===== src/logic/tdc_pkg.sv =====
// Constants for the terminal run-command decoder.
// Assumes a 25 MHz controller clock and an Avalon-MM register slave.
package tdc_pkg;
    localparam int          CLK_HZ         = 25_000_000;
    localparam int          DELAY_UNIT_MS  = 100;
    localparam int          RAMP_STEP_MS   = 1;
    localparam int          DELAY_CYCLES   = CLK_HZ / 1000 * DELAY_UNIT_MS;
    localparam int          RAMP_CYCLES    = CLK_HZ / 1000 * RAMP_STEP_MS;
    localparam int          NUM_INPUTS     = 10;
    localparam int          NUM_DELAYED    = 5;
    localparam logic [14:0] DELAY_MAX      = 15'h7530;
    localparam logic [7:0]  OFF_CTRL       = 8'h00;
    localparam logic [7:0]  OFF_RATE       = 8'h04;
    localparam logic [7:0]  OFF_POL_LO     = 8'h08;
    localparam logic [7:0]  OFF_POL_HI     = 8'h0C;
    localparam logic [7:0]  OFF_STATUS     = 8'h10;
    localparam logic [7:0]  OFF_FREQ       = 8'h14;
    localparam logic [7:0]  OFF_DELAY_BASE = 8'h20;
    localparam logic [7:0]  OFF_DELAY_LAST = 8'h44;
    localparam int          CTRL_MODE_LSB  = 0;
    localparam int          CTRL_RES_LSB   = 4;
    localparam int          STAT_RUN_BIT   = 0;
    localparam int          STAT_REV_BIT   = 1;
    localparam int          STAT_LVL_LSB   = 16;
    localparam logic [1:0]  MODE_RST       = 2'h0;
    localparam logic [1:0]  RES_RST        = 2'h2;
    localparam logic [1:0]  RES_COARSE     = 2'h1;
    localparam logic [15:0] RATE_RST       = 16'h03E8;
    localparam logic [4:0]  POL_RST        = 5'h00;
    localparam logic [14:0] DELAY_RST      = 15'h0000;
    localparam logic [31:0] FREQ_MAX_RST   = 32'h02FA_F080;
    typedef enum logic [1:0] {
        TDC_TWO_LINE_1,
        TDC_TWO_LINE_2,
        TDC_THREE_LINE_1,
        TDC_THREE_LINE_2
    } tdc_mode_t;
endpackage


===== src/logic/tdc_terminal_decoder.sv =====
// Terminal run-command decoder with Avalon-MM register slave.
// Assumes din_i come straight from contact pins, asynchronous to ref_clk_i.
//
// Added by the designer: the Avalon-MM register port and the register addresses.
`timescale 1ns/10ps
`default_nettype none
module tdc_terminal_decoder
    import tdc_pkg::*;
#(
    parameter int          DELAY_TICK_CYCLES = DELAY_CYCLES,
    parameter int          RAMP_TICK_CYCLES  = RAMP_CYCLES,
    parameter logic [31:0] FREQ_MAX_UHZ      = FREQ_MAX_RST
) (
    input  wire logic                  ref_clk_i,
    input  wire logic                  resetn_i,
    input  wire logic [NUM_INPUTS-1:0] din_i,
    input  wire logic [7:0]            avs_address_i,
    input  wire logic                  avs_read_i,
    input  wire logic                  avs_write_i,
    input  wire logic [31:0]           avs_writedata_i,
    input  wire logic [3:0]            avs_byteenable_i,
    output logic      [31:0]           avs_readdata_o,
    output logic                       avs_waitrequest_o,
    output logic                       run_o,
    output logic                       reverse_o,
    output logic      [31:0]           freq_ref_o
);
    if (DELAY_TICK_CYCLES < 1 || DELAY_TICK_CYCLES > 33554431) begin : g_chk_delay
        $error("DELAY_TICK_CYCLES out of range");
    end
    if (RAMP_TICK_CYCLES < 1 || RAMP_TICK_CYCLES > 33554431) begin : g_chk_ramp
        $error("RAMP_TICK_CYCLES out of range");
    end
    if (NUM_DELAYED > NUM_INPUTS
        || OFF_DELAY_BASE + 8'(8 * NUM_DELAYED - 4) != OFF_DELAY_LAST) begin : g_chk_map
        $error("Delay slots do not match the register map");
    end

    function automatic logic [31:0] be_merge(input logic [31:0] old,
                                             input logic [31:0] wdata,
                                             input logic [3:0]  be);
        logic [31:0] res;
        res = old;
        for (int b = 0; b < 4; b++) begin
            if (be[b]) begin
                res[8*b +: 8] = wdata[8*b +: 8];
            end
        end
        return res;
    endfunction

    function automatic logic [14:0] clip_delay(input logic [31:0] v);
        logic [14:0] res;
        res = (v[31:15] != 17'h0 || v[14:0] > DELAY_MAX) ? DELAY_MAX : v[14:0];
        return res;
    endfunction

    // Register file
    logic [1:0]  mode_q;
    logic [1:0]  res_q;
    logic [15:0] rate_q;
    logic [4:0]  pol_lo_q;
    logic [4:0]  pol_hi_q;
    logic [14:0] on_dly_q  [NUM_DELAYED];
    logic [14:0] off_dly_q [NUM_DELAYED];
    logic [31:0] readdata_d;
    logic [31:0] wr_ctrl;
    logic [31:0] wr_word;
    logic [31:0] wr_rate;
    logic [14:0] dly_cur;
    logic        wr_fire;
    logic        dly_hit;
    logic [2:0]  dly_idx;
    logic        dly_off_sel;
    logic [7:0]  dly_rel;

    // Conditioning chain
    logic [NUM_INPUTS-1:0] sync1_q;
    logic [NUM_INPUTS-1:0] sync2_q;
    logic [NUM_INPUTS-1:0] active;
    logic [NUM_INPUTS-1:0] lvl_q;
    logic [14:0]           dly_cnt_q [NUM_DELAYED];
    logic [24:0]           dtick_cnt_q;
    logic                  dtick_q;
    logic [24:0]           rtick_cnt_q;
    logic                  rtick_q;

    // Decoder
    logic       fwd_prev_q;
    logic       rev_prev_q;
    logic       latch_run_q;
    logic       latch_rev_q;
    logic       run_d;
    logic       rev_d;
    logic [19:0] step;
    logic [32:0] freq_up;

    assign wr_fire     = avs_write_i && !avs_waitrequest_o;
    assign dly_rel     = avs_address_i - OFF_DELAY_BASE;
    assign dly_hit     = avs_address_i >= OFF_DELAY_BASE && avs_address_i <= OFF_DELAY_LAST
                         && avs_address_i[1:0] == 2'h0;
    assign dly_idx     = dly_rel[5:3];
    assign dly_off_sel = dly_rel[2];
    // Zero outside the delay slots, so the array is never read past its end
    assign dly_cur     = !dly_hit ? 15'h0000
                       : (dly_off_sel ? off_dly_q[dly_idx] : on_dly_q[dly_idx]);

    // One wait cycle, then a one-cycle acknowledge
    always_ff @(posedge ref_clk_i) begin
        if (!resetn_i) begin
            avs_waitrequest_o <= 1'b1;
        end else if ((avs_read_i || avs_write_i) && avs_waitrequest_o) begin
            avs_waitrequest_o <= 1'b0;
        end else begin
            avs_waitrequest_o <= 1'b1;
        end
    end

    always_comb begin
        readdata_d = 32'h0000_0000;
        case (avs_address_i)
            OFF_CTRL: begin
                readdata_d[CTRL_MODE_LSB +: 2] = mode_q;
                readdata_d[CTRL_RES_LSB +: 2]  = res_q;
            end
            OFF_RATE:   readdata_d[15:0] = rate_q;
            OFF_POL_LO: readdata_d[4:0]  = pol_lo_q;
            OFF_POL_HI: readdata_d[4:0]  = pol_hi_q;
            OFF_STATUS: begin
                readdata_d[STAT_RUN_BIT] = run_o;
                readdata_d[STAT_REV_BIT] = reverse_o;
                readdata_d[STAT_LVL_LSB +: NUM_INPUTS] = lvl_q;
            end
            OFF_FREQ: readdata_d = freq_ref_o;
            default: begin
                if (dly_hit) begin
                    readdata_d[14:0] = dly_cur;
                end
            end
        endcase
    end

    always_ff @(posedge ref_clk_i) begin
        if (!resetn_i) begin
            avs_readdata_o <= 32'h0000_0000;
        end else if (avs_read_i && avs_waitrequest_o) begin
            avs_readdata_o <= readdata_d;
        end
    end

    assign wr_ctrl = be_merge({26'h0, res_q, 2'h0, mode_q}, avs_writedata_i, avs_byteenable_i);
    assign wr_word = be_merge({17'h0, dly_cur}, avs_writedata_i, avs_byteenable_i);
    assign wr_rate = be_merge({16'h0, rate_q}, avs_writedata_i, avs_byteenable_i);

    always_ff @(posedge ref_clk_i) begin
        if (!resetn_i) begin
            mode_q <= MODE_RST;
            res_q  <= RES_RST;
        end else if (wr_fire && avs_address_i == OFF_CTRL) begin
            mode_q <= wr_ctrl[CTRL_MODE_LSB +: 2];
            res_q  <= wr_ctrl[CTRL_RES_LSB +: 2];
        end
    end

    always_ff @(posedge ref_clk_i) begin
        if (!resetn_i) begin
            rate_q <= RATE_RST;
        end else if (wr_fire && avs_address_i == OFF_RATE) begin
            rate_q <= wr_rate[15:0];
        end
    end

    // Polarity digits change only through byte lane 0
    always_ff @(posedge ref_clk_i) begin
        if (!resetn_i) begin
            pol_lo_q <= POL_RST;
            pol_hi_q <= POL_RST;
        end else if (wr_fire && avs_byteenable_i[0]) begin
            if (avs_address_i == OFF_POL_LO) begin
                pol_lo_q <= avs_writedata_i[4:0];
            end
            if (avs_address_i == OFF_POL_HI) begin
                pol_hi_q <= avs_writedata_i[4:0];
            end
        end
    end

    // Writes above 3000.0 s saturate instead of wrapping
    always_ff @(posedge ref_clk_i) begin
        if (!resetn_i) begin
            for (int k = 0; k < NUM_DELAYED; k++) begin
                on_dly_q[k]  <= DELAY_RST;
                off_dly_q[k] <= DELAY_RST;
            end
        end else if (wr_fire && dly_hit) begin
            if (dly_off_sel) begin
                off_dly_q[dly_idx] <= clip_delay(wr_word);
            end else begin
                on_dly_q[dly_idx] <= clip_delay(wr_word);
            end
        end
    end

    // Contacts are asynchronous to the clock
    always_ff @(posedge ref_clk_i) begin
        if (!resetn_i) begin
            sync1_q <= '0;
            sync2_q <= '0;
        end else begin
            sync1_q <= din_i;
            sync2_q <= sync1_q;
        end
    end

    // din high means closed to common
    assign active = ~(sync2_q ^ {pol_hi_q, pol_lo_q});

    always_ff @(posedge ref_clk_i) begin
        if (!resetn_i) begin
            dtick_cnt_q <= 25'h0;
            dtick_q     <= 1'b0;
        end else if (dtick_cnt_q == 25'(DELAY_TICK_CYCLES - 1)) begin
            dtick_cnt_q <= 25'h0;
            dtick_q     <= 1'b1;
        end else begin
            dtick_cnt_q <= dtick_cnt_q + 25'h1;
            dtick_q     <= 1'b0;
        end
    end

    // Free-running tick: a delay may end up to one tick early
    always_ff @(posedge ref_clk_i) begin
        if (!resetn_i) begin
            lvl_q <= '0;
            for (int k = 0; k < NUM_DELAYED; k++) begin
                dly_cnt_q[k] <= 15'h0;
            end
        end else begin
            for (int k = 0; k < NUM_DELAYED; k++) begin
                if (active[k] == lvl_q[k]) begin
                    dly_cnt_q[k] <= 15'h0;
                end else if (dly_cnt_q[k] >= (active[k] ? on_dly_q[k] : off_dly_q[k])) begin
                    lvl_q[k]     <= active[k];
                    dly_cnt_q[k] <= 15'h0;
                end else if (dtick_q) begin
                    dly_cnt_q[k] <= dly_cnt_q[k] + 15'h1;
                end
            end
            lvl_q[NUM_INPUTS-1:NUM_DELAYED] <= active[NUM_INPUTS-1:NUM_DELAYED];
        end
    end

    // Hold on third input; first two carry the commands
    always_ff @(posedge ref_clk_i) begin
        if (!resetn_i) begin
            fwd_prev_q  <= 1'b0;
            rev_prev_q  <= 1'b0;
            latch_run_q <= 1'b0;
            latch_rev_q <= 1'b0;
        end else begin
            fwd_prev_q <= lvl_q[0];
            rev_prev_q <= lvl_q[1];
            if (!lvl_q[2] || mode_q == TDC_TWO_LINE_1 || mode_q == TDC_TWO_LINE_2) begin
                latch_run_q <= 1'b0;
                latch_rev_q <= 1'b0;
            end else if (mode_q == TDC_THREE_LINE_1) begin
                // Simultaneous presses are ambiguous and change nothing
                if (lvl_q[0] && !fwd_prev_q && !(lvl_q[1] && !rev_prev_q)) begin
                    latch_run_q <= 1'b1;
                    latch_rev_q <= 1'b0;
                end else if (lvl_q[1] && !rev_prev_q && !(lvl_q[0] && !fwd_prev_q)) begin
                    latch_run_q <= 1'b1;
                    latch_rev_q <= 1'b1;
                end
            end else if (lvl_q[0] && !fwd_prev_q) begin
                latch_run_q <= 1'b1;
            end
        end
    end

    always_comb begin
        run_d = 1'b0;
        rev_d = 1'b0;
        case (tdc_mode_t'(mode_q))
            TDC_TWO_LINE_1: begin
                run_d = lvl_q[0] ^ lvl_q[1];
                rev_d = lvl_q[1] && !lvl_q[0];
            end
            TDC_TWO_LINE_2: begin
                run_d = lvl_q[0];
                rev_d = lvl_q[0] && lvl_q[1];
            end
            TDC_THREE_LINE_1: begin
                run_d = latch_run_q && lvl_q[2];
                rev_d = run_d && latch_rev_q;
            end
            TDC_THREE_LINE_2: begin
                run_d = latch_run_q && lvl_q[2];
                rev_d = run_d && lvl_q[1];
            end
            default: begin
                run_d = 1'b0;
                rev_d = 1'b0;
            end
        endcase
    end

    always_ff @(posedge ref_clk_i) begin
        if (!resetn_i) begin
            run_o     <= 1'b0;
            reverse_o <= 1'b0;
        end else begin
            run_o     <= run_d;
            reverse_o <= rev_d;
        end
    end

    // Ramp: fourth input raises, fifth lowers, in micro-hertz per millisecond
    always_ff @(posedge ref_clk_i) begin
        if (!resetn_i) begin
            rtick_cnt_q <= 25'h0;
            rtick_q     <= 1'b0;
        end else if (rtick_cnt_q == 25'(RAMP_TICK_CYCLES - 1)) begin
            rtick_cnt_q <= 25'h0;
            rtick_q     <= 1'b1;
        end else begin
            rtick_cnt_q <= rtick_cnt_q + 25'h1;
            rtick_q     <= 1'b0;
        end
    end

    assign step    = (res_q == RES_COARSE) ? 20'({4'h0, rate_q} * 20'h0000A)
                                           : {4'h0, rate_q};
    assign freq_up = {1'b0, freq_ref_o} + {13'h0, step};

    // Clamps at the ceiling and at zero instead of wrapping
    always_ff @(posedge ref_clk_i) begin
        if (!resetn_i) begin
            freq_ref_o <= 32'h0000_0000;
        end else if (rtick_q && lvl_q[3] && !lvl_q[4]) begin
            freq_ref_o <= (freq_up > {1'b0, FREQ_MAX_UHZ}) ? FREQ_MAX_UHZ : freq_up[31:0];
        end else if (rtick_q && lvl_q[4] && !lvl_q[3]) begin
            freq_ref_o <= (freq_ref_o < {12'h0, step}) ? 32'h0 : freq_ref_o - {12'h0, step};
        end
    end
endmodule
`default_nettype wire


===== config.mk =====
export PLATFORM = sky130hd
export DESIGN_NAME = tdc_terminal_decoder
export DESIGN_NICKNAME = d
export VERILOG_FILES = /design/src/logic/tdc_pkg.sv /design/src/logic/tdc_terminal_decoder.sv
export SDC_FILE = /design/constraint.sdc
export NUM_CORES = 1
export LEC_CHECK = 0
export ABC_CLOCK_PERIOD_IN_PS = 6590
export BUFFER_PORTS_ARGS = -buffer_cell sky130_fd_sc_hd__clkbuf_2
export CELL_PAD_IN_SITES_DETAIL_PLACEMENT = 1
export CELL_PAD_IN_SITES_GLOBAL_PLACEMENT = 1
export CORE_ASPECT_RATIO = 1.5
export CORE_UTILIZATION = 50
export DETAILED_ROUTE_END_ITERATION = 7
export GPL_ROUTABILITY_DRIVEN = 0
export PLACE_DENSITY = 0.86
export RECOVER_POWER = 50
export SLEW_MARGIN = 30
export SYNTH_ARGS = -nofsm -noshare
export SYNTH_HDL_FRONTEND = slang
export SYNTH_SLANG_ARGS = --single-unit
export TNS_END_PERCENT = 100

===== constraint.sdc =====
create_clock -name ref_clk_i -period 6.59 [get_ports ref_clk_i]
set_input_delay 0.659 -clock ref_clk_i [delete_from_list [all_inputs] [get_ports ref_clk_i]]
set_output_delay 0.659 -clock ref_clk_i [all_outputs]
set_load 0.1 [all_outputs]

Word level (Yosys, flattened, before mapping)

Memory sizes are Yosys's and may differ from the RTL's.
Index checks and enable logic that the tools add are counted.

Flip-flop bits (word level): 183
Latch bits: 0
RAM bits: 225
Bits in read-only memories: 0
Output and inout port bits: 67
Logic and storage cells: 277
Memories kept: 3

$add $sub $neg: 10
Multiply operators: 1
Div/mod/pow operators: 0
Magnitude comparators: 10
Equal/unequal tests: 17
Shift operators: 0
Muxes and demuxes: 122
Bitwise operators: 24
Reduce and logical (&&, ||, !) cells: 63

Memories:

| name      | depth | bits a word | rd ports | clocked after Yosys merged registers in | write ports | RTL line                   | RTL |
|---|---|---|---|---|---|---|---|
| dly_cnt_q | 5     | 15          | 5        | 0                                       | 5           | tdc_terminal_decoder.sv:82 | `logic [14:0] dly_cnt_q [NUM_DELAYED];` |
| off_dly_q | 5     | 15          | 6        | 0                                       | 5           | tdc_terminal_decoder.sv:65 | `logic [14:0] off_dly_q [NUM_DELAYED];` |
| on_dly_q  | 5     | 15          | 6        | 0                                       | 5           | tdc_terminal_decoder.sv:64 | `logic [14:0] on_dly_q [NUM_DELAYED];` |

Operators with widths:

| kind                                                                               | number |
|---|---|
| 15-bit two-way mux                                                                 | 26 |
| 32-bit two-way mux                                                                 | 4 |
| 15-bit by 1-bit adder with 15-bit output (second input constant)                   | 5 |
| 15-bit >= comparator                                                               | 5 |
| 1-bit two-way mux                                                                  | 75 |
| 25-bit by 1-bit adder with 25-bit output (second input constant)                   | 2 |
| 32-bit by 20-bit adder with 33-bit output                                          | 1 |
| 33-bit by 26-bit greater-than comparator with 1-bit output (second input constant) | 1 |
| 32-bit by 20-bit less-than comparator with 1-bit output                            | 1 |
| 8-bit two-way mux                                                                  | 4 |
| 32-bit by 20-bit subtractor with 32-bit output                                     | 1 |
| 15-bit OR reduction                                                                | 2 |
| 9-bit case mux with 3 select lines                                                 | 1 |
| 25-bit by 15-bit equality test with 1-bit output (second input constant)           | 1 |
| 25-bit by 22-bit equality test with 1-bit output (second input constant)           | 1 |
| 2-bit AND reduction                                                                | 12 |
| 1-bit logical AND                                                                  | 22 |
| 20-bit two-way mux                                                                 | 1 |
| 10-bit case mux with 2 select lines                                                | 1 |
| 16-bit by 3-bit multiplier with 19-bit output (second input constant)              | 1 |
| 17-bit nonzero test                                                                | 1 |
| 8-bit by 4-bit equality test with 1-bit output (second input constant)             | 2 |
| 8-bit by 5-bit equality test with 1-bit output (second input constant)             | 2 |
| 15-bit greater-than comparator (second input constant)                             | 1 |
| other kinds (29)                                                                   | 74 |

Longest topological paths before layout

Depth in word-level cells: 10
Gate-level depth with buffers: 26

Worst setup path after synthesis

No wires, ideal clock.

Path type: flip-flop to flip-flop
Start point: reg rate_q[1]
End point: reg freq_ref_o[13]
Library setup time: 0.095 ns
Arrival: 5.387 ns
Data required time: 6.495 ns
Slack: 1.107 ns
Stages on the path, launching flop included: 27
Clock period less this slack: 5.483 ns
Cells stage by stage: dfxtp_1 > ha_1 > ha_1 > fa_1 > a21oi_1 > o21bai_1 > a21o_1 > a21o_1 > a21oi_1 > o21ai_0 > o41a_1 > a31oi_1 > xnor2_1 > nand2_1 > ha_1 > clkbuf_1 > nor2b_1 > o21ai_0 > a21oi_1 > a2111oi_0 > nor2_1 > xnor2_1 > a2111oi_2 > o2111ai_1 > buf_2 > and3_1 > a221oi_1

Longest elaborated chain between the ends: 6
Elaborated cells between the ends (all ways): 10
Classes of those cells: add/sub (2); mul (1); order compare (2); mux (5)

RTL lines:

| element                                                                                                 | RTL line                                                 | RTL |
|---|---|---|
| start, declared                                                                                         | tdc_terminal_decoder.sv:61                               | `logic [15:0] rate_q;` |
| start signal, assigned                                                                                  | tdc_terminal_decoder.sv:169                              | `rate_q <= wr_rate[15:0];` |
| 16-bit by 3-bit multiplier with 19-bit output                                                           | tdc_terminal_decoder.sv:332                              | `assign step = (res_q == RES_COARSE) ? 20'({4'h0, rate_q} * 20'h0000A)` |
| 20-bit two-way mux *                                                                                    | tdc_terminal_decoder.sv:332                              |  |
| 32-bit by 20-bit adder with 33-bit output (tied with other cells)                                       | tdc_terminal_decoder.sv:334                              | `assign freq_up = {1'b0, freq_ref_o} + {13'h0, step};` |
| 33-bit by 26-bit greater-than comparator with 1-bit output / 32-bit two-way mux (equally long branches) | tdc_terminal_decoder.sv:341, tdc_terminal_decoder.sv:343 |  |
| 32-bit two-way mux (on tied branches)                                                                   | tdc_terminal_decoder.sv:341, tdc_terminal_decoder.sv:342 |  |
| 32-bit two-way mux *                                                                                    | tdc_terminal_decoder.sv:340                              | `end else if (rtick_q && lvl_q[3] && !lvl_q[4]) begin` |
| end signal, assigned                                                                                    | tdc_terminal_decoder.sv:341                              | `freq_ref_o <= (freq_up > {1'b0, FREQ_MAX_UHZ}) ? FREQ_MAX_UHZ : freq_up[31:0];` |
| end signal, assigned                                                                                    | tdc_terminal_decoder.sv:343                              | `freq_ref_o <= (freq_ref_o < {12'h0, step}) ? 32'h0 : freq_ref_o - {12'h0, step};` |
| end, declared                                                                                           | tdc_terminal_decoder.sv:26                               | `output logic [31:0] freq_ref_o` |

Every way passes the cells marked *; elsewhere a longest branch is shown, timed or not. The select of a mux whose other input is x is not followed.
A chain may end at the register's enable or synchronous reset.

Final worst setup path

Start point: reg rate_q[3]
End point: reg freq_ref_o[13]

The elaborated chain is that of the path after synthesis.

==> results.json <==
{
  "crit_path_end": "freq_ref_o[13]",
  "die_h_um": 293,
  "r2r_end": "freq_ref_o[13]",
  "layout_commonest_cell": "nor2_1",
  "io_pins": 125,
  "crit_fanout": 10,
  "netlist_area_um2": 28200,
  "finalHoldViolations": 0,
  "synthMuxAreaShare_pct": 8.71,
  "grt_pass1_vias": 25991,
  "end_kind": "flip-flop",
  "h-tree-depth": 2,
  "setup_tns_ps": -1350,
  "core_area_um2": 55700,
  "route.detailed.drc": 0,
  "synth_compound_area_share_pct": 11.9,
  "firstDrtPassIters": 5,
  "ys_warn_count": 0,
  "cts_tree": "built",
  "netlist_instances": 2776,
  "drv_cap": 2,
  "clkTransAtPathRegs_ps": 60,
  "period_share_pct": 102,
  "async_reset_ff_share_pct": 0,
  "cts_sinks": 498,
  "crit_type": "reg2reg",
  "synth_edf_count": 315,
  "antenna_found_initial": 6,
  "synth_top_family_by_area": "simple AND/OR/NAND/NOR gates",
  "powerDensity_nw_per_um2": 267,
  "dp_hpwl_mm": 77.0,
  "final_antenna_net_count": 0,
  "io_buffer_count": 124,
  "row_count": 106,
  "die-area_um2": 57400,
  "peakVddDrop_v": 0.000198,
  "synth_xor_area_share_pct": 5.44,
  "period_needed_ps": 6730,
  "die_width_um": 196,
  "hold_path_depth": 2,
  "multiInputGateArea_um2": 14500,
  "hp-start": "din_i[0]",
  "final_cell_mix": "nor2_1 (429), edfxtp_1 (315), nand2_1 (193), dfxtp_1 (183), ha_1 (153)",
  "synth_seq_area_share_pct": 46.5,
  "run_status": "finished with violations",
  "min-delay-path-class": "in2reg",
  "post_cts_buffers": 0,
  "drtIter0Drc": 1934,
  "r2r-start": "rate_q[3]",
  "gr-total-overflow": 0,
  "worstSetupStartpoint": "rate_q[3]",
  "maxSlewViolCount": 64,
  "worst_pin_slew_ps": 2070,
  "syn_area_per_cell_um2": 10.2,
  "yosys.area_share.simple_pct": 16.7,
  "finalSetupViolations": 22,
  "synth_adder_area_share_pct": 7.18,
  "grt_max_degree": 71,
  "routed_via_density": 6.52,
  "crit_required_ps": 7110,
  "slew_headroom_pct": -38.0,
  "grt_pass1_wl_mm": 159,
  "skew_ps": 31.1,
  "violations": "capacitance limit, slew limit, setup timing",
  "wirelength_mm": 106,
  "yosysUniqueCellTypes": 88,
  "start_kind": "flip-flop",
  "root_buffer": "clkbuf_16",
  "clkLatencyLatePin_ps": 640,
  "detail_route.wl_per_cell_um": 29.0,
  "place_ws_ps": 6.94,
  "max_freq_mhz": 149,
  "r2r_slack_ps": -140,
  "register_area_um2": 13100,
  "grt_usage_pct": 37.2,
  "layout.nets": 3143,
  "cts_inserted_buffers": 50,
  "synth_flop_cell": "edfxtp_1",
  "cts_buffer_depth": 3,
  "layout_setup_ws_ps": -138,
  "synth-seq-cells": 498,
  "start_util_pct": 50.6,
  "drive_gt1_share_pct": 10.5,
  "p_leak_nw": 12.1,
  "fillers": 6135,
  "crit_arrival_ps": 7250,
  "syn2layout_area_growth_pct": 11.3,
  "ff2ff_path_depth": 24,
  "vias": 23953
}
-- how the worst min path moves through the flow --
stage | end | slack, ps
floorplan | sync2_q[0] | 410
global placement | sync2_q[1] | 410
detailed placement | sync2_q[9] | 420
CTS | sync1_q[0] | 230
global route | sync1_q[0] | 230
finish | sync1_q[0] | 230
-- cell type report --
type                    count  area share, %
multi-input cells        2126           46.3
clock buffers              66           4.51
clock inverters            28          0.933
inverters                  88           1.05
flip-flops and latches    498           41.8
repair buffers            161           2.52
well taps                 702           2.80
diodes                      3         0.0239
-- sequential cells by signal, summed over array words and instances (netlist names), 16 cells and up --
register and count:
off_dly_q 120, on_dly_q 120, dly_cnt_q 75, avs_readdata_o 32, freq_ref_o 32, dtick_cnt_q 25
rtick_cnt_q 25, rate_q 16
-- stage by stage --
stage,total power (W),std cells,hold slack (ps),utilization (%),cell area [um^2]
floorplan,0.00481,2865,412,-,28500
global placement,0.00517,3575,415,53.3,29700
detailed placement,0.00534,3575,423,53.3,29700
CTS,0.00834,3669,228,56.4,31400
global route,0.00860,3670,231,56.3,31400
finish,0.00837,3672,231,56.3,31400
-- report_power, final --
part | switching [W] | internal (W)
registers | 0.000338 | 0.00364
logic | 0.000881 | 0.000498
clock network | 0.00133 | 0.00168
total | 0.00255 | 0.00582
-- cells in the mapped netlist (all sizes together), types with 13 or more instances --
cell type	n	area share, %
a211oi	21	0.56
a21o	18	0.48
a21oi	133	2.4
a221oi	21	0.76
a31oi	21	0.49
and2	33	0.73
and3	39	0.87
buf	53	1.1
clkbuf	100	1.3
dfxtp	183	13
edfxtp	315	34
ha	157	7.0
inv	87	1.2
mux2	36	1.4
mux2i	117	4.2
mux4	39	3.1
nand2	193	2.6
nand2b	29	0.64
nand3	99	1.8
nand4	29	0.64
nor2	430	5.7
nor2b	23	0.51
nor3	42	0.76
nor4	16	0.38
o21a	38	1.0
o21ai	105	1.9
o221ai	14	0.43
o22ai	17	0.38
o31ai	13	0.38
or2	20	0.44
or3	24	0.53
or4	13	0.35
xnor2	84	2.6
xor2	91	2.8
-- layer usage --
layer | GRT usage, % | vias to the layer above | wire, um
met2 | 64.7 | 1314 | 52900
met5 | 0 | - | 11
met4 | 36.5 | 2 | 12100
met3 | 9.05 | 569 | 7950
met1 | 35.4 | 11807 | 33400
li1 | - | 10261 | -
-- worst max-delay path: stages, from the launching register on --
cell and delay, ps:
dfxtp_1 440, ha_1 280, ha_1 240, fa_1 420, a21oi_1 150, o21bai_1 120, a21o_1 200, a21o_1 200
a21oi_1 220, o21ai_0 190, o41a_1 400, xor2_1 170, nand2_1 90, ha_2 340, inv_1 240, a21oi_1 190
o31ai_1 370, nor3_1 150, a211o_1 340, a21oi_1 250, xor2_2 720, o2111ai_2 260, buf_4 250, and3_1 150
a221oi_1 230
-- timing repair --
item,CTS,global route
setup endpoints to repair,1,25
hold endpoints to repair,0,0
pin swaps,0,0
hold buffers,0,0
resized for setup,1,12
-- logic make-up (layout without fill, tap and decap cells) --
kind of cell,after synthesis,in the layout
AOI/OAI and AO/OA,495,495
xor gates and xnor gates,175,175
adders and majority gates,160,160
buffers and inverters,241,343
DFF,498,498
muxes,192,192
other,1,93
and+or+nand+nor,1014,1014
No activity file was read; power rests on OpenSTA's default activity.
